==> src/bgp_pkg.sv <==
// Shared constants for the eight-pin bidirectional port.
package bgp_pkg;

  // Port geometry
  localparam int unsigned NUM_PINS_DEF = 8;              // Pins in the port
  localparam int unsigned APB_DATA_W   = 32;             // APB data width
  localparam int unsigned ADDR_W_DEF   = 8;              // Default paddr width

  // Register indices as printed, byte address is four times the index
  localparam logic [7:0] REG_DIR_IDX   = 8'h12;          // pin_direction_reg
  localparam logic [7:0] REG_DATA_IDX  = 8'h13;          // pin_data_latch_reg
  localparam logic [7:0] REG_SET_IDX   = 8'h14;          // Read-modify-write: set bits
  localparam logic [7:0] REG_CLR_IDX   = 8'h15;          // Read-modify-write: clear bits
  localparam logic [7:0] REG_TOG_IDX   = 8'h16;          // Read-modify-write: toggle bits
  localparam logic [7:0] REG_LAT_IDX   = 8'h17;          // Latch readback

  // Byte addresses
  localparam logic [7:0] ADDR_DIR      = 8'(REG_DIR_IDX * 4);
  localparam logic [7:0] ADDR_DATA     = 8'(REG_DATA_IDX * 4);
  localparam logic [7:0] ADDR_SET      = 8'(REG_SET_IDX * 4);
  localparam logic [7:0] ADDR_CLR      = 8'(REG_CLR_IDX * 4);
  localparam logic [7:0] ADDR_TOG      = 8'(REG_TOG_IDX * 4);
  localparam logic [7:0] ADDR_LAT      = 8'(REG_LAT_IDX * 4);

  // Reset values
  localparam logic [7:0] DIR_RST_VAL   = 8'hff;          // All pins input
  localparam logic [7:0] LATCH_RST_VAL = 8'h00;          // Stand-in for an unknown latch

  // Bus phase of the slave
  typedef enum logic {
    BGP_IDLE,
    BGP_ACCESS
  } bgp_phase_t;

endpackage

==> src/bgp_port.sv <==
// The implementer's own choice: register access over APB.
`timescale 1ns/100ps
`default_nettype none

// How it works
// - Eight pins, each with latch and direction
// - Direction one turns the driver off
// - Direction zero drives pin from latch
// - Data reads give pins, writes load latch
// - Pins serve only as plain I/O
// - Every reset makes all pins inputs
// - Power-on and brown-out reload latch, master-clear and watchdog keep it
// - Set/clear/toggle writes read, modify, rewrite all bits
// - Input pins' levels overwrite their latch bits
// - Pins sampled at start, latch written end
module bgp_port
  import bgp_pkg::*;
#(
  parameter int unsigned NUM_PINS = NUM_PINS_DEF,
  parameter int unsigned ADDR_W   = ADDR_W_DEF
) (
  input  wire logic                  pclk,
  input  wire logic                  presetn,
  input  wire logic                  master_clear_reset,
  input  wire logic                  watchdog_reset,
  input  wire logic                  brown_out_reset,
  input  wire logic                  psel,
  input  wire logic                  penable,
  input  wire logic                  pwrite,
  input  wire logic [ADDR_W-1:0]     paddr,
  input  wire logic [APB_DATA_W-1:0] pwdata,
  output var  logic [APB_DATA_W-1:0] prdata,
  output var  logic                  pready,
  output var  logic                  pslverr,
  input  wire logic [NUM_PINS-1:0]   pin_in,
  output var  logic [NUM_PINS-1:0]   pin_out,
  output var  logic [NUM_PINS-1:0]   pin_oe_n
);

  // Elaboration guard: one byte of port, address must reach the map
  if (NUM_PINS < 1 || NUM_PINS > 8 || ADDR_W < 7 || ADDR_W > 32) begin : g_chk
    $error("bgp_port: NUM_PINS must be 1..8 and ADDR_W 7..32");
  end

  // Whole state of the port apart from the latch bank
  typedef struct packed {
    bgp_phase_t            phase;     // Bus phase
    logic [NUM_PINS-1:0]   dir;       // One per pin, 1 = input
    logic [NUM_PINS-1:0]   pin_smp;   // Pin levels caught at start of transfer
    logic [APB_DATA_W-1:0] rdata;     // Read data held for the access phase
    logic                  ready;     // Access-phase completion
    logic                  slverr;    // Unmapped address answer
  } bgp_port_st_t;

  bgp_port_st_t st_q;                 // Registered state
  bgp_port_st_t st_d;                 // Next state

  logic                 setup_cyc;    // Setup phase of a transfer
  logic                 access_done;  // Access phase completing this edge
  logic                 soft_rst;     // Any synchronous reset source
  logic                 hit_dir;      // Decode: direction register
  logic                 hit_data;     // Decode: data/latch register
  logic                 hit_set;      // Decode: set-bits register
  logic                 hit_clr;      // Decode: clear-bits register
  logic                 hit_tog;      // Decode: toggle-bits register
  logic                 hit_lat;      // Decode: latch readback
  logic                 hit_any;      // Any mapped register
  logic [NUM_PINS-1:0]  wmask;        // Write data cut to the port width
  logic [NUM_PINS-1:0]  rmw_set;      // Sampled pins with mask bits set
  logic [NUM_PINS-1:0]  rmw_clr;      // Sampled pins with mask bits cleared
  logic [NUM_PINS-1:0]  rmw_tog;      // Sampled pins with mask bits flipped
  logic                 lat_wr;       // Latch bank write strobe
  logic [NUM_PINS-1:0]  lat_wdata;    // Full byte written back to the latch
  logic [NUM_PINS-1:0]  latch_q;      // Latch bank contents

  // Bus phases
  assign setup_cyc   = psel && !penable;
  assign access_done = psel && penable && st_q.ready;

  // Soft resets come from the core and arrive synchronous to pclk.
  // Brown-out is folded in here for the direction bits only; its effect
  // on the latch bank goes over a wire of its own
  assign soft_rst    = master_clear_reset || watchdog_reset || brown_out_reset;

  // Address decode against byte addresses
  // Full compare on every bit, so aliases of the map answer with an error
  // instead of touching a register
  assign hit_dir  = (paddr == ADDR_W'(ADDR_DIR));
  assign hit_data = (paddr == ADDR_W'(ADDR_DATA));
  assign hit_set  = (paddr == ADDR_W'(ADDR_SET));
  assign hit_clr  = (paddr == ADDR_W'(ADDR_CLR));
  assign hit_tog  = (paddr == ADDR_W'(ADDR_TOG));
  assign hit_lat  = (paddr == ADDR_W'(ADDR_LAT));
  assign hit_any  = hit_dir || hit_data || hit_set || hit_clr || hit_tog || hit_lat;

  assign wmask = pwdata[NUM_PINS-1:0];

  // Per-pin modify step; the source is the pin sample, never the latch,
  // so an input pin hands its own level into its latch bit
  for (genvar i = 0; i < NUM_PINS; i++) begin : g_pin
    assign rmw_set[i] = st_q.pin_smp[i] | wmask[i];
    assign rmw_clr[i] = st_q.pin_smp[i] & ~wmask[i];
    assign rmw_tog[i] = st_q.pin_smp[i] ^ wmask[i];
  end

  // A write to the latch readback address falls through to no write: the
  // readback only lets software see what the pins will be driven from
  // Latch write: every data, set, clear or toggle write lands as one
  // full-width byte at the closing edge of the transfer
  always_comb begin
    lat_wr    = 1'b0;
    lat_wdata = latch_q;
    if (access_done && pwrite) begin
      if (hit_data) begin
        lat_wr    = 1'b1;
        lat_wdata = wmask;
      end else if (hit_set) begin
        lat_wr    = 1'b1;
        lat_wdata = rmw_set;
      end else if (hit_clr) begin
        lat_wr    = 1'b1;
        lat_wdata = rmw_clr;
      end else if (hit_tog) begin
        lat_wr    = 1'b1;
        lat_wdata = rmw_tog;
      end else begin
        lat_wr    = 1'b0;
      end
    end
  end

  // Next-state logic for bus slave and direction bits
  always_comb begin
    st_d       = st_q;
    st_d.ready = 1'b0;
    case (st_q.phase)
      BGP_IDLE: begin
        if (setup_cyc) begin
          st_d.phase = BGP_ACCESS;
        end
      end
      BGP_ACCESS: begin
        // Stay here while the master keeps a back-to-back setup coming
        st_d.phase = setup_cyc ? BGP_ACCESS : BGP_IDLE;
      end
      default: begin
        st_d.phase = BGP_IDLE;
      end
    endcase
    // Setup edge: catch pins and prepare the answer one cycle ahead
    if (setup_cyc) begin
      st_d.ready   = 1'b1;
      st_d.slverr  = !hit_any;
      st_d.pin_smp = pin_in;
      st_d.rdata   = '0;
      if (!pwrite) begin
        if (hit_data) begin
          st_d.rdata[NUM_PINS-1:0] = pin_in;
        end else if (hit_dir) begin
          st_d.rdata[NUM_PINS-1:0] = st_q.dir;
        end else if (hit_lat) begin
          st_d.rdata[NUM_PINS-1:0] = latch_q;
        end else begin
          st_d.rdata = '0;
        end
      end
    end
    // Direction write, with the soft resets winning over it
    if (soft_rst) begin
      st_d.dir = DIR_RST_VAL[NUM_PINS-1:0];
    end else if (access_done && pwrite && hit_dir) begin
      st_d.dir = wmask;
    end
  end

  // State register; power-on makes every pin an input
  // Nothing here waits on the latch, so after power-on no pin is driven
  // before software has chosen a direction for it
  always_ff @(posedge pclk or negedge presetn) begin
    if (!presetn) begin
      st_q.phase   <= BGP_IDLE;
      st_q.dir     <= DIR_RST_VAL[NUM_PINS-1:0];
      st_q.pin_smp <= '0;
      st_q.rdata   <= '0;
      st_q.ready   <= 1'b0;
      st_q.slverr  <= 1'b0;
    end else begin
      st_q <= st_d;
    end
  end

  // Latch bank; master-clear and watchdog leave it alone
  bgp_latch #(
    .WIDTH (NUM_PINS)
  ) i_bgp_latch (
    .pclk     (pclk),
    .presetn  (presetn),
    .bor_load (brown_out_reset),
    .wr_en    (lat_wr),
    .wr_data  (lat_wdata),
    .latch_q  (latch_q)
  );

  // Pin drive: no peripheral mux, the latch goes straight out and the
  // direction bit alone gates the driver; a latch held while the pin
  // was an input shows up as soon as the direction bit clears
  assign pin_out  = latch_q;
  assign pin_oe_n = st_q.dir;

  // Bus outputs
  assign prdata  = st_q.rdata;
  assign pready  = st_q.ready;
  assign pslverr = st_q.slverr;
endmodule // bgp_port

`default_nettype wire

==> src/bgp_latch.sv <==
`timescale 1ns/100ps
`default_nettype none

// Output latch bank: survives master-clear and watchdog, reloads on power-on and brown-out
module bgp_latch
  import bgp_pkg::*;
#(
  parameter int unsigned WIDTH = NUM_PINS_DEF
) (
  input  wire logic             pclk,
  input  wire logic             presetn,
  input  wire logic             bor_load,
  input  wire logic             wr_en,
  input  wire logic [WIDTH-1:0] wr_data,
  output var  logic [WIDTH-1:0] latch_q
);

  // Whole state of the bank
  typedef struct packed {
    logic [WIDTH-1:0] bits;           // Latched output levels
  } bgp_latch_st_t;

  bgp_latch_st_t st_q;                // Registered state
  bgp_latch_st_t st_d;                // Next state

  if (WIDTH < 1 || WIDTH > 8) begin : g_chk
    $error("bgp_latch: WIDTH must be 1..8");
  end

  // Brown-out reload beats a write in the same cycle
  always_comb begin
    st_d = st_q;
    if (bor_load) begin
      st_d.bits = LATCH_RST_VAL[WIDTH-1:0];
    end else if (wr_en) begin
      st_d.bits = wr_data;
    end
  end

  // Power-on gives a fixed value since a real unknown cannot be built
  always_ff @(posedge pclk or negedge presetn) begin
    if (!presetn) begin
      st_q.bits <= LATCH_RST_VAL[WIDTH-1:0];
    end else begin
      st_q <= st_d;
    end
  end

  assign latch_q = st_q.bits;

endmodule // bgp_latch

`default_nettype wire

==> config.mk <==
export PLATFORM = sky130hd
export DESIGN_NAME = bgp_port
export DESIGN_NICKNAME = d
export VERILOG_FILES = /design/src/bgp_pkg.sv /design/src/bgp_port.sv /design/src/bgp_latch.sv
export SDC_FILE = /design/constraint.sdc
export NUM_CORES = 1
export LEC_CHECK = 0
export BUFFER_PORTS_ARGS = -buffer_cell sky130_fd_sc_hd__buf_4
export CORE_AREA = 2 2 72 74
export DETAILED_ROUTE_END_ITERATION = 8
export DIE_AREA = 0 0 74 76
export PLACE_DENSITY = 0.83
export SYNTH_ARGS = -nofsm -noshare
export SYNTH_HDL_FRONTEND = slang
export SYNTH_SLANG_ARGS = --single-unit
export TNS_END_PERCENT = 1
==> constraint.sdc <==
create_clock -name pclk -period 3 [get_ports pclk]
set_input_delay 0.6 -clock pclk [delete_from_list [all_inputs] [get_ports pclk]]
set_output_delay 0.6 -clock pclk [all_outputs]
set_load 0.05 [all_outputs]
==> results of run 1 <==
==> worst max-delay path, delay by kind of cell <==
| family | cells | cell delay (ps) |
|---|---|---|
| and+or+nand+nor | 3 | 1200 |
| buffers and inverters | 2 | 380 |
| muxes | 1 | 190 |
==> cells by family (layout without fill, tap and decap cells) <==
family / Yosys count / count (layout) / share of synthesized area [%]
fa+ha+maj: 16 / 16 / 8.45
compound gates: 60 / 60 / 17.0
flops: 34 / 34 / 36.3
other cells: 1 / 24 / 0.158
xor+xnor: 1 / 1 / 0.370
mux: 8 / 8 / 3.38
simple gates: 82 / 82 / 16.5
buf+inv: 72 / 87 / 17.8
==> cells in the final DEF, fill, tap and decap left out, types with 2 or more instances in the layout <==
cell / count
sky130_fd_sc_hd__nor2_1: 14
sky130_fd_sc_hd__nor2b_1: 6
sky130_fd_sc_hd__or3b_2: 2
sky130_fd_sc_hd__nand2_1: 45
sky130_fd_sc_hd__inv_1: 19
sky130_fd_sc_hd__o211ai_1: 5
sky130_fd_sc_hd__o21ai_0: 20
sky130_fd_sc_hd__a32o_1: 4
sky130_fd_sc_hd__ha_1: 16
sky130_fd_sc_hd__buf_4: 60
sky130_fd_sc_hd__nor3_1: 2
sky130_fd_sc_hd__clkbuf_1: 2
sky130_fd_sc_hd__mux2i_1: 8
sky130_fd_sc_hd__conb_1: 24
sky130_fd_sc_hd__dfrtp_1: 26
sky130_fd_sc_hd__o2bb2ai_1: 3
sky130_fd_sc_hd__clkbuf_8: 6
sky130_fd_sc_hd__a21o_1: 4
sky130_fd_sc_hd__dfstp_2: 8
sky130_fd_sc_hd__o31ai_1: 8
sky130_fd_sc_hd__a21oi_1: 6
sky130_fd_sc_hd__nand2b_1: 6
sky130_fd_sc_hd__a211oi_1: 4
==> final timing paths <==
check	from	end	slack (ps)	cells after the start
hold / removal	presetn	st_q[34]	250	1
setup reg to reg	pready	pin_oe_n[3]	1400	5
min in group pclk	prdata[3]	prdata[3]	480	2
max in group asynchronous	presetn	pin_oe_n[5]	2400	1
hold reg to reg	prdata[3]	prdata[3]	480	2
setup / recovery	paddr[5]	pin_oe_n[3]	810	6
==> layout make-up <==
| class | count | area (um2) | share of cell area (%) |
|---|---|---|---|
| clock buffer | 8 | 90.1 | 3.30 |
| inverter | 19 | 71.3 | 2.61 |
| multi-input combinational | 191 | 1170 | 42.9 |
| sequential | 34 | 861 | 31.5 |
| tap | 70 | 87.6 | 3.21 |
| timing repair buffer | 60 | 450 | 16.5 |
==> state kept, by name, summed over array words and instances, names as in the netlist <==
signal	flops
pslverr	1
prdata	8
pready	1
pin_oe_n	8
st_q	8
i_bgp_latch.latch_q	8
==> power groups by stage <==
stage	clock (mW)	combinational, mW	sequential (mW)
global placement	0	0.228	0.490
detailed placement	0	0.235	0.491
floorplan	0	0.183	0.493
global route	0.376	0.260	0.485
finish	0.357	0.236	0.483
CTS	0.356	0.237	0.483
==> per-layer routing <==
metal	wire length (um)	up-vias
li1	-	929
met2	2640	81
met5	0	-
met1	2340	880
met4	95	0
met3	373	8
==> per-stage QoR <==
stage               std cells  setup WS, ps
global route              382           708
finish                    382           814
global placement          374           548
CTS                       382           830
floorplan                 297           796
detailed placement        374           521
==> results, run 1 <==
- The floorplan row count is 26.
- Clock-pin slew was measured on the worst setup and hold paths at 70 ps.
- The final route contains 1898 vias.
- The average detailed-routed wire length per instance is 14.3 um.
- The synthesis warning total is 0.
- The synthesized design spends more area on one cell type than any other, namely sky130_fd_sc_hd__dfrtp_1.
- Measured against its own limit, the worst slew margin works out to 37.5%.
- The number of synthesized flops with an enable pin is 0.
- The number of distinct library cell variants in the gate-level netlist after synthesis is 37.
- Per report_power, the clock group accounts for 33.2% of the total.
- The number of gates resized after CTS was 0.
- The setup path with the least slack is of type in -> reg.
- The final critical path takes up between 70 and 80% of the cycle.
- The die boundary width is roughly 74 um.
- The initial utilization of the core area, before any placement, comes to 48.2%.
- The fraction of power consumed by sequential logic is 44.9%.
- The core outline area is 4910 um2.
- The wire length after detailed routing is around 5.4 mm.
- The first global-routing pass estimated 8.91 mm of wire.
- The initial antenna violation count came to 0.
- Yosys instantiated no cell more often than sky130_fd_sc_hd__nand2_1.
- The HPWL after detailed placement is 4.08 mm.
- The finished cells cover 2730 um2.
- For this run, the register share of the synthesized area comes to between 30% and 40%.
- For the pin with the worst max-slew slack, the measured transition is slightly above 900 ps.
- Combinational cells account for between 20% and 30% of the total power.
- The clock period minus final worst setup slack is ~2200 ps.
- Total power for the finished layout comes to 1.08 mW.
- The most common flop cell mapped by yosys is sky130_fd_sc_hd__dfrtp_1.
- Traced cell by cell, the critical path runs through buf_4 > or4b_1 > nor4_4 > buf_4 > mux2i_1 > nand2_1.
- The worst hold margin is 247 ps.
- The detail route stage leaves a number of antenna-violating nets equal to 0.
- After synthesis, the mean cell area works out to 8.64 um2.
- The worst setup path is launched from an input pin.
- The max-slew violation count is 0.
- Along the worst path, the maximum fanout reaches 5.
- Sorting the synthesized cells by how often they occur yields 45 x sky130_fd_sc_hd__nand2_1, 40 x sky130_fd_sc_hd__buf_4, 26 x sky130_fd_sc_hd__dfrtp_1.
- The residual overflow from global routing is 0.
- The area growth from synthesis to final layout is 15.4%.
- Buffers placed on the I/O ports in this run total 57.
- The first TritonRoute pass finished after 4 iterations.
- Data on the critical path is required at its endpoint by 3180 ps.
- The height of the die is roughly 76 um.
- The number of hold violations in the final report is 0.
- STA classifies the critical path endpoint as a flop.
- The cell count after synthesis came out at 274.
- The overall routing resource usage is 20.3%.
- In this run, CTS created clock tree buffers numbering 5.
- The worst hold path belongs to the class in -> async.
- Across the run, the number of max-cap violations was 0.
- The aggregate negative setup slack is 0 ps.
- The portion of synthesized cell area occupied by the leading cell type is between 20% and 30%.
- Across the VDD grid, the largest voltage drop is 0.160 mV.
- The most numerous cell on the critical path is sky130_fd_sc_hd__buf_4.
- The post-route netlist has between 20% and 30% of its cells at a drive strength greater than 1.
- The peak per-stage delay on the critical path is 670 ps.
- Of the total power, the share spent switching nets is 32.1%.
- Clock latency on the worst-skew pair, taken at its later pin, is 290 ps.
- The switching power of the nets is 0.345 mW.
- The clock tree from TritonCTS is built.
- 0 antenna diodes ended up in the layout.
- The final-stage net count is 383.
- Global routing consumed, on the met2 layer, 32.3% of the routing resources.
- After detailed placement, the total cell area comes to 2640 um2.
- The maximum number of pins on one net before global-route repair is 35.
- Clock tree synthesis found a total of 34 sinks.
- Routability-driven placement finished with a final weighted congestion of 0.830.
- Derived from the worst setup path, the maximum achievable clock frequency is 457 MHz.
- The clock tree synthesis step divided the H-tree into 2 levels.
- The number of global-route vias before repair is 1875.
- The total setup buffers inserted after CTS is 0.
- During I/O placement, the number of pins put on the boundary was 106.
- The DRC violation total after the first TritonRoute iteration is 154.
- The post-synthesis register bit count is 34.
- The global-route met3 utilization is 4.10%.
- The layer flagged by global routing as most heavily used is met2.
- The flow ran to the end, and the final reports show no timing, DRC or antenna violations.
- The clock tree root buffer cell is sky130_fd_sc_hd__clkbuf_8.
- The power density over the cells is 394 nW/um2.
- The async set or reset register ratio after synthesis is between 90% and 100%.
- In this run the deepest clock path goes through 2 buffers.
- After synthesis, the cell types taking the most area are sky130_fd_sc_hd__dfrtp_1 27%, sky130_fd_sc_hd__buf_4 13%, sky130_fd_sc_hd__dfstp_2 8.9%.
- Dividing the detail-routed via count by the number of cells gives 4.97.
- Between clock sinks in the finished design, the worst skew comes to roughly 4.7 ps.
- The die covers 5620 um2.
- Setup violations remaining at the end of the flow were counted as 0.
- The standard cell with the maximum stage delay on the critical path is sky130_fd_sc_hd__or4b_1.
- The DRC violation count after routing is 0.
- Setup repair after global routing left no endpoint under its margin.
- Data on the critical path arrives at its endpoint at approximately 2400 ps.
- The total leakage power is between 1 and 1.5 nW.
- The global-route track usage on met1 is 26.3%.
- The internal power of the cells totals 0.732 mW.
- At the end of the flow the core is filled with cells to 55.6%.
- The number of filler cells placed in the layout is 460.
- The number of hold buffers added after cts is 0.
- The cell area that synthesis handed to floorplanning was 2370 um2.
(Power assumes the default switching activity.)
==> run 2, diff against run 1 <==
--- a/config.mk
+++ b/config.mk
@@ -6,10 +6,10 @@
 export NUM_CORES = 1
 export LEC_CHECK = 0
 export BUFFER_PORTS_ARGS = -buffer_cell sky130_fd_sc_hd__buf_4
-export CORE_AREA = 2 2 72 74
+export CORE_AREA = 2 2 78 80
 export DETAILED_ROUTE_END_ITERATION = 8
-export DIE_AREA = 0 0 74 76
-export PLACE_DENSITY = 0.83
+export DIE_AREA = 0 0 80 82
+export PLACE_DENSITY = 0.75
 export SYNTH_ARGS = -nofsm -noshare
 export SYNTH_HDL_FRONTEND = slang
 export SYNTH_SLANG_ARGS = --single-unit
==> constraint.sdc (replaced) <==
create_clock -name pclk -period 1.9 [get_ports pclk]
set_input_delay 0.38 -clock pclk [delete_from_list [all_inputs] [get_ports pclk]]
set_output_delay 0.38 -clock pclk [all_outputs]
set_load 0.05 [all_outputs]
==> run 2 against run 1 <==
  * Core utilization decreased by 6.5 points
  * Via count increased by 3.0%
  * Global-route usage decreased by 2.5 points
  * Wire length is 1.9% higher
  * Clock skew rose by 1.7 ps
  * Hold slack worse by 220 ps
  * Critical path type unchanged
  * Critical endpoint is now i_bgp_latch.latch_q[1]
==> results, run 2 (synthesis results as in run 1) <==
- The routability congestion estimate is 0.897 (+8.1%).
- The residual overflow from global routing is 0 (unchanged).
- The buffer depth of the longest clock path is 2 (unchanged).
- The run finished with clean final reports.
- The maximum number of pins on one net before global-route repair is 35 (unchanged).
- The remaining antenna violation count is 0 (unchanged).
- The worst reg2reg path depth is 4 (-1).
- The power density over the cells is 594 nW/um2 (+51%).
- The setup clock skew after layout came to 6.46 ps (+1.75 ps).
- The measured slew at the worst slew-check pin was 696 ps (-234 ps).
- The internal power is 1.12 mW (+54%).
- The worst setup path is launched from an input pin.
- The initial antenna violation count was 0 (unchanged).
- The combined area of the multi-input logic cells was 1170 um2 (unchanged).
- The peak ir drop on the vdd network was 0.250 mV (+56%).
- The final-stage net count was 395 (+3.1%).
- The number of gates given a new drive strength after cts is 0 (unchanged).
- The clock network latency to the later pin of the worst-skew pair is 290 ps (about the same).
- The global-route wire length before repair is 8.91 mm (unchanged).
- The overall routing resource usage is 17.8% (-2.5 points).
- The fraction of layout cells with a size suffix above 1 was 27.8% (+3.1 points).
- The number of port buffers came to 57 (unchanged).
- The DRC violation count after routing is 0 (unchanged).
- The clock share of power is 31.3% (-1.9 points).
- The fraction of power consumed by sequential logic is 45.6% (+0.7 points).
- The number of hold violations in the final report came to 0 (unchanged).
- The die area is 6560 um2 (+17%).
- The post-detailed-placement cell area was 2740 um2 (+3.6%).
- The number of iterations in the first detailed-routing pass came to 4 (unchanged).
- The critical path in this run is classified as in -> reg.
- The overall via count from detail_route is 1954 (+3.0%).
- The floorplan row count is 28 (+7.7%).
- The H-tree depth reported by CTS came to 2 (unchanged).
- Setup repair after global routing left no endpoint under its margin.
- The total setup buffers inserted after CTS is 0 (unchanged).
- The kind of end point of the critical path is a flop.
- The peak per-stage delay on the critical path is 670 ps (about the same).
- The critical-path maximum fanout is 8 (+3).
- The worst hold margin was 31.4 ps (-216 ps).
- The total CTS buffers came to 5 (unchanged).
- The clock tree from TritonCTS is built.
- The max-slew violation count is 0 (unchanged).
- The post-route core utilization came to 49.1% (-6.5 points).
- The total instance count after detailed placement is 391 (+4.5%).
- The most common cell after layout, fill and taps aside is sky130_fd_sc_hd__buf_4.
- The number of buffer and inverter instances along the worst setup path is 1 (-1).
- The reg-to-reg startpoint is pready.
- The switching portion of total power came to 32.9% (+0.81 points).
- The final cell area excluding filler cells was 2820 um2 (+3.3%).
- The half-perimeter wire length after detailed placement is 4.22 mm (+3.5%).
- The register clock-pin slew on the reported worst setup and hold paths is 70 ps (about the same).
- The total leakage power is 1.39 nW (+4.3%).
- The count of pins on the block boundary is 106 (unchanged).
- The wire length after detailed routing is 5.55 mm (+1.9%).
- The number of global-route vias before repair is 1829 (-2.5%).
- The switching power of the nets is 0.551 mW (+60%).
- The setup slack of the most critical reg-to-reg path is 320 ps (-1080 ps).
- In this run the critical register-to-register path is captured at i_bgp_latch.latch_q[1].
- The required time of the critical path is 2080 ps (-1100 ps).
- The tree is rooted in a sky130_fd_sc_hd__clkbuf_8.
- The average detailed-routed wire length per instance was 13.9 um (-2.4%).
- The slowest stage of the critical path belongs to the cell sky130_fd_sc_hd__or4b_1.
- The maximum operating frequency is between 500 and 600 MHz.
- The type of the worst min-delay path is in -> async.
- The number of filler cells placed in the layout came to 560 (+22%).
- The clock period minus final worst setup slack is around 1800 ps.
- The number of setup violations in the final report is 0 (unchanged).
- The top cell types in the final layout, fill and taps aside, are 72 x sky130_fd_sc_hd__buf_4, 45 x sky130_fd_sc_hd__nand2_1, 26 x sky130_fd_sc_hd__dfrtp_1.
- The antenna diode instance count is 0 (unchanged).
- The pre-CTS worst setup slack is -218 ps (-739 ps).
- The worst path arrival time was 2010 ps (-360 ps).
- The relative slew slack is 53.6% (+16 points).
- The average via count per standard cell came to 4.90 (-1.4%).
- The max capacitance violation total is 0 (unchanged).
- The area growth from synthesis to layout is 19.1%.
- The height of the die came to 82 um (+7.9%).
- The number of hold buffers added after cts is 0 (unchanged).
- Traced cell by cell, the critical path runs through buf_4 > or4b_1 > nor3_1 > a21oi_1 > a22o_1.
- The count of placed standard cells in the final layout, fillers left out is 399 (+4.5%).
- The DRC violation total after the first TritonRoute iteration came to 141 (-8.4%).
- The starting utilization of the core area is 41.2% (-7.0 points).
- The register area is 861 um2 (unchanged).
- The core outline area is 5750 um2 (+17%).
- The die boundary width was 80 um (+8.1%).
- The cell family contributing the most delay on the critical path is simple AND/OR/NAND/NOR gates.
- The combinational cell fraction of total power came to 23.2% (+1.3 points).
- The count of clock tree sinks is 34 (unchanged).
- In the finished design, the share of the clock period the worst path needs comes to 96.4%.
- The setup slack after layout is 69.1 ps (-744 ps).
[run 2: cell count changes in the layout (fill, tap and decap cells not counted), sizes merged]
cell,previous run,this run
buf,60,72
clkbuf,8,6
clkinv,0,2
[run 2: stage by stage]
stage	TNS (ps)	power, mW
after detailed placement	-3990	1.16
final	0	1.68
after global routing	0	1.77
after global placement	-3520	1.15
after CTS	0	1.68
after floorplan	-898	1.07
[run 2: area by class of cell]
type / instances / share of cell area (%)
Clock buffer: 6 / 2.57
Clock inverter: 2 / 0.355
Inverter: 19 / 2.53
Multi-Input combinational cell: 191 / 41.6
Sequential cell: 34 / 30.5
Tap cell: 75 / 3.33
Timing Repair Buffer: 72 / 19.2
[run 2: power by group through the flow]
stage	sequential [mW]	combinational (mW)	clock, mW
2_1_floorplan	0.778	0.288	0
3_3_place_gp	0.775	0.376	0
3_5_place_dp	0.775	0.386	0
4_1_cts	0.763	0.389	0.530
5_1_grt	0.766	0.430	0.576
6_report	0.763	0.389	0.524
[run 2: worst max path at each step]
stage,startpoint,end,slack (ps),cells past startpoint
4_1_cts,paddr[5],prdata[0],70,5
2_1_floorplan,paddr[5],pin_oe_n[0],-80,5
3_3_place_gp,paddr[5],i_bgp_latch.latch_q[1],-200,5
3_5_place_dp,paddr[5],prdata[0],-220,5
5_1_grt,paddr[5],prdata[4],30,5
6_report,paddr[5],i_bgp_latch.latch_q[1],70,5
[run 2: worst register-to-register path, cell delays in order (launching register included)]
cell	delay (ps)
sky130_fd_sc_hd__dfrtp_1	380
sky130_fd_sc_hd__nand4_1	220
sky130_fd_sc_hd__nor3_1	100
sky130_fd_sc_hd__a21oi_1	580
sky130_fd_sc_hd__a22o_1	240
[run 2: metal layers]
layer,vias up,GRT usage (%),routed length [um]
li1,950,-,-
met4,0,7.12,94
met2,91,28.0,2670
met3,8,4.18,403
met1,905,23.7,2380
met5,-,0,0
==> run 3, diff against run 2 <==
--- a/config.mk
+++ b/config.mk
@@ -9,7 +9,7 @@
 export CORE_AREA = 2 2 78 80
 export DETAILED_ROUTE_END_ITERATION = 8
 export DIE_AREA = 0 0 80 82
-export PLACE_DENSITY = 0.75
+export PLACE_DENSITY_LB_ADDON = 0.1
 export SYNTH_ARGS = -nofsm -noshare
 export SYNTH_HDL_FRONTEND = slang
 export SYNTH_SLANG_ARGS = --single-unit
==> run 3 against run 2 <==
  * Register-to-register slack improved by 140 ps
  * Highest routed layer unchanged
  * Critical endpoint is now prdata[7]
  * Sequential power is essentially flat
  * Sequential share of layout area fell by 0.51 points
  * First-iteration DRC count decreased by 16%
==> results, run 3 (synthesis results as in run 1) <==
- The run finished with clean final reports.
- The core outline area is 5750 um2 (unchanged).
- Setup repair after global routing left no endpoint under its margin.
- The critical-path maximum fanout is 8 (unchanged).
- The final cell area excluding filler cells is 2870 um2 (+1.7%).
- The clock share of power is 36.1% (+4.8 points).
- The maximum operating frequency was 545 MHz (-0.20%).
- The max-slew violation count is 0 (unchanged).
- Leaving out fill and tap cells, the most frequent cell in the layout is sky130_fd_sc_hd__buf_4.
- The number of gates given a new drive strength after cts is 0 (unchanged).
- The tree is rooted in a sky130_fd_sc_hd__clkbuf_8.
- The number of port buffers is 57 (unchanged).
- The ratio of final minimum period to clock period was 96.6% (+0.19 points).
- The setup clock skew after layout came to 7.81 ps (+1.36 ps).
- The total CTS buffers is 5 (unchanged).
- The number of iterations in the first detailed-routing pass is 4 (unchanged).
- The die area is 6560 um2 (unchanged).
- The buffer depth of the longest clock path is 2 (unchanged).
- The average detailed-routed wire length per instance was 14.4 um (+3.6%).
- The overall via count from detail_route is 1901 (-2.7%).
- The wire length after detailed routing was 5.78 mm (+4.2%).
- The floorplan row count is 28 (unchanged).
- The peak ir drop on the vdd network is 0.264 mV (+5.6%).
- The clock tree from TritonCTS is built.
- The count of clock tree sinks came to 34 (unchanged).
- By startpoint and endpoint, the worst setup path is classified as in -> reg.
- The DRC violation count after routing is 0 (unchanged).
- The final-stage net count was 397 (+0.51%).
- The number of global-route vias before repair came to 1817 (-0.66%).
- The number of hold violations in the final report is 0 (unchanged).
- The internal power is 1.27 mW (+12%).
- The total leakage power was 1.41 nW (+1.3%).
- The worst reg2reg path depth is 6 (+2).
- The height of the die is 82 um (unchanged).
- The switching power of the nets is 0.545 mW (-0.97%).
- The fraction of power consumed by sequential logic is 42.1% (-3.5 points).
- The register clock-pin slew on the reported worst setup and hold paths was 80 ps (about the same).
- The required time of the critical path is 2060 ps (-20 ps).
- The starting utilization of the core area came to 41.2% (unchanged).
- The count of pins on the block boundary is 106 (unchanged).
- The DRC violation total after the first TritonRoute iteration is 118 (-16%).
- Leaving out fill and tap cells, the most frequent cells in the layout are 74 x sky130_fd_sc_hd__buf_4, 45 x sky130_fd_sc_hd__nand2_1, 26 x sky130_fd_sc_hd__dfrtp_1.
- The number of setup violations in the final report was 0 (unchanged).
- The clock period minus final worst setup slack came to 1830 ps (+3.61 ps).
- The global-route wire length before repair is 9.36 mm (+5.1%).
- The combinational cell fraction of total power is 21.8% (-1.4 points).
- The type of the worst min-delay path is in -> async.
- The post-detailed-placement cell area is 2750 um2 (+0.55%).
- The overall routing resource usage is 18.7% (+0.91 points).
- The remaining antenna violation count is 0 (unchanged).
- The startpoint type of the worst setup path is an input pin.
- The max capacitance violation total came to 0 (unchanged).
- The total setup buffers inserted after CTS is 0 (unchanged).
- The average via count per standard cell is 4.74 (-3.2%).
- The worst hold margin is 42.9 ps (+11.5 ps).
- The antenna diode instance count came to 0 (unchanged).
- From synthesis to final layout, the design area changed by 21.1%.
- The fraction of layout cells with a size suffix above 1 came to 28.5% (+0.75 points).
- The number of hold buffers added after cts is 0 (unchanged).
- The half-perimeter wire length after detailed placement is 4.47 mm (+5.9%).
- The routability congestion estimate is 0.806 (-10%).
- The residual overflow from global routing is 0 (unchanged).
- The die boundary width was 80 um (unchanged).
- The H-tree depth reported by CTS is 2 (unchanged).
- The initial antenna violation count was 0 (unchanged).
- The power density over the cells came to 631 nW/um2 (+6.3%).
- The clock network latency to the later pin of the worst-skew pair came to 280 ps (about the same).
- The maximum number of pins on one net before global-route repair is 35 (unchanged).
- The kind of end point of the critical path is a flop.
- The switching portion of total power was 30.1% (-2.7 points).
- The worst path arrival time is 2000 ps (about the same).
==> run 3: cell types whose count changed in the layout (fill, tap and decap cells not counted), sizes merged <==
cell    before  now
buf         72   74
bufinv       0    1
clkbuf       6    7
clkinv       2    0
==> run 3: worst paths after layout <==
| path | from | end | slack (ps) |
|---|---|---|---|
| max in group asynchronous | presetn | pin_oe_n[3] | 1500 |
| setup / recovery | paddr[5] | prdata[7] | 70 |
| setup reg to reg | pready | pin_oe_n[3] | 460 |
| hold / removal | presetn | i_bgp_latch.latch_q[0] | 40 |
| hold reg to reg | prdata[1] | prdata[1] | 490 |
| min in group pclk | pin_in[6] | st_q[40] | 320 |
==> run 3: final cells by class <==
cell class	instances	area [um2]
Inverter	19	71.3
Clock inverter	1	30.0
Tap cell	75	93.8
Clock buffer	7	76.3
Fill cell	580	2880
Timing Repair Buffer	74	556
Sequential cell	34	861
Multi-Input combinational cell	191	1180
==> run 3: layer usage <==
layer | track usage (%) | part of all wire, % | up-vias | wire length [um]
li1 | - | - | 957 | -
met1 | 28.1 | 51 | 879 | 2940
met2 | 28.5 | 43 | 61 | 2500
met3 | 2.86 | 5.2 | 4 | 301
met4 | 3.73 | 0.69 | 0 | 40
met5 | 0 | 0 | - | 0
==> run 3: power by group through the flow <==
stage / Combinational (mW) / Sequential [mW] / Clock (mW)
3_3_place_gp: 0.388 / 0.774 / 0
4_1_cts: 0.394 / 0.762 / 0.666
5_1_grt: 0.439 / 0.766 / 0.709
2_1_floorplan: 0.288 / 0.778 / 0
3_5_place_dp: 0.393 / 0.775 / 0
6_report: 0.395 / 0.762 / 0.654
==> run 3: worst max-delay path: stages <==
cell and delay, ps:
sky130_fd_sc_hd__buf_4 120, sky130_fd_sc_hd__or4b_1 670, sky130_fd_sc_hd__or3b_2 600, sky130_fd_sc_hd__nor2_1 130, sky130_fd_sc_hd__o31ai_1 90
==> run 3: stage by stage <==
| stage | util, % | total power [mW] | setup TNS (ps) | cells | setup slack, ps |
|---|---|---|---|---|---|
| 6_report | 49.9 | 1.81 | 0 | 401 | 65.5 |
| 5_1_grt | 49.9 | 1.91 | 0 | 401 | 10.5 |
| 4_1_cts | 49.8 | 1.82 | 0 | 401 | 66.8 |
| 3_5_place_dp | 47.9 | 1.17 | -4120 | 393 | -244 |
| 3_3_place_gp | 47.9 | 1.16 | -3630 | 393 | -211 |
| 2_1_floorplan | - | 1.07 | -898 | 297 | -84.2 |
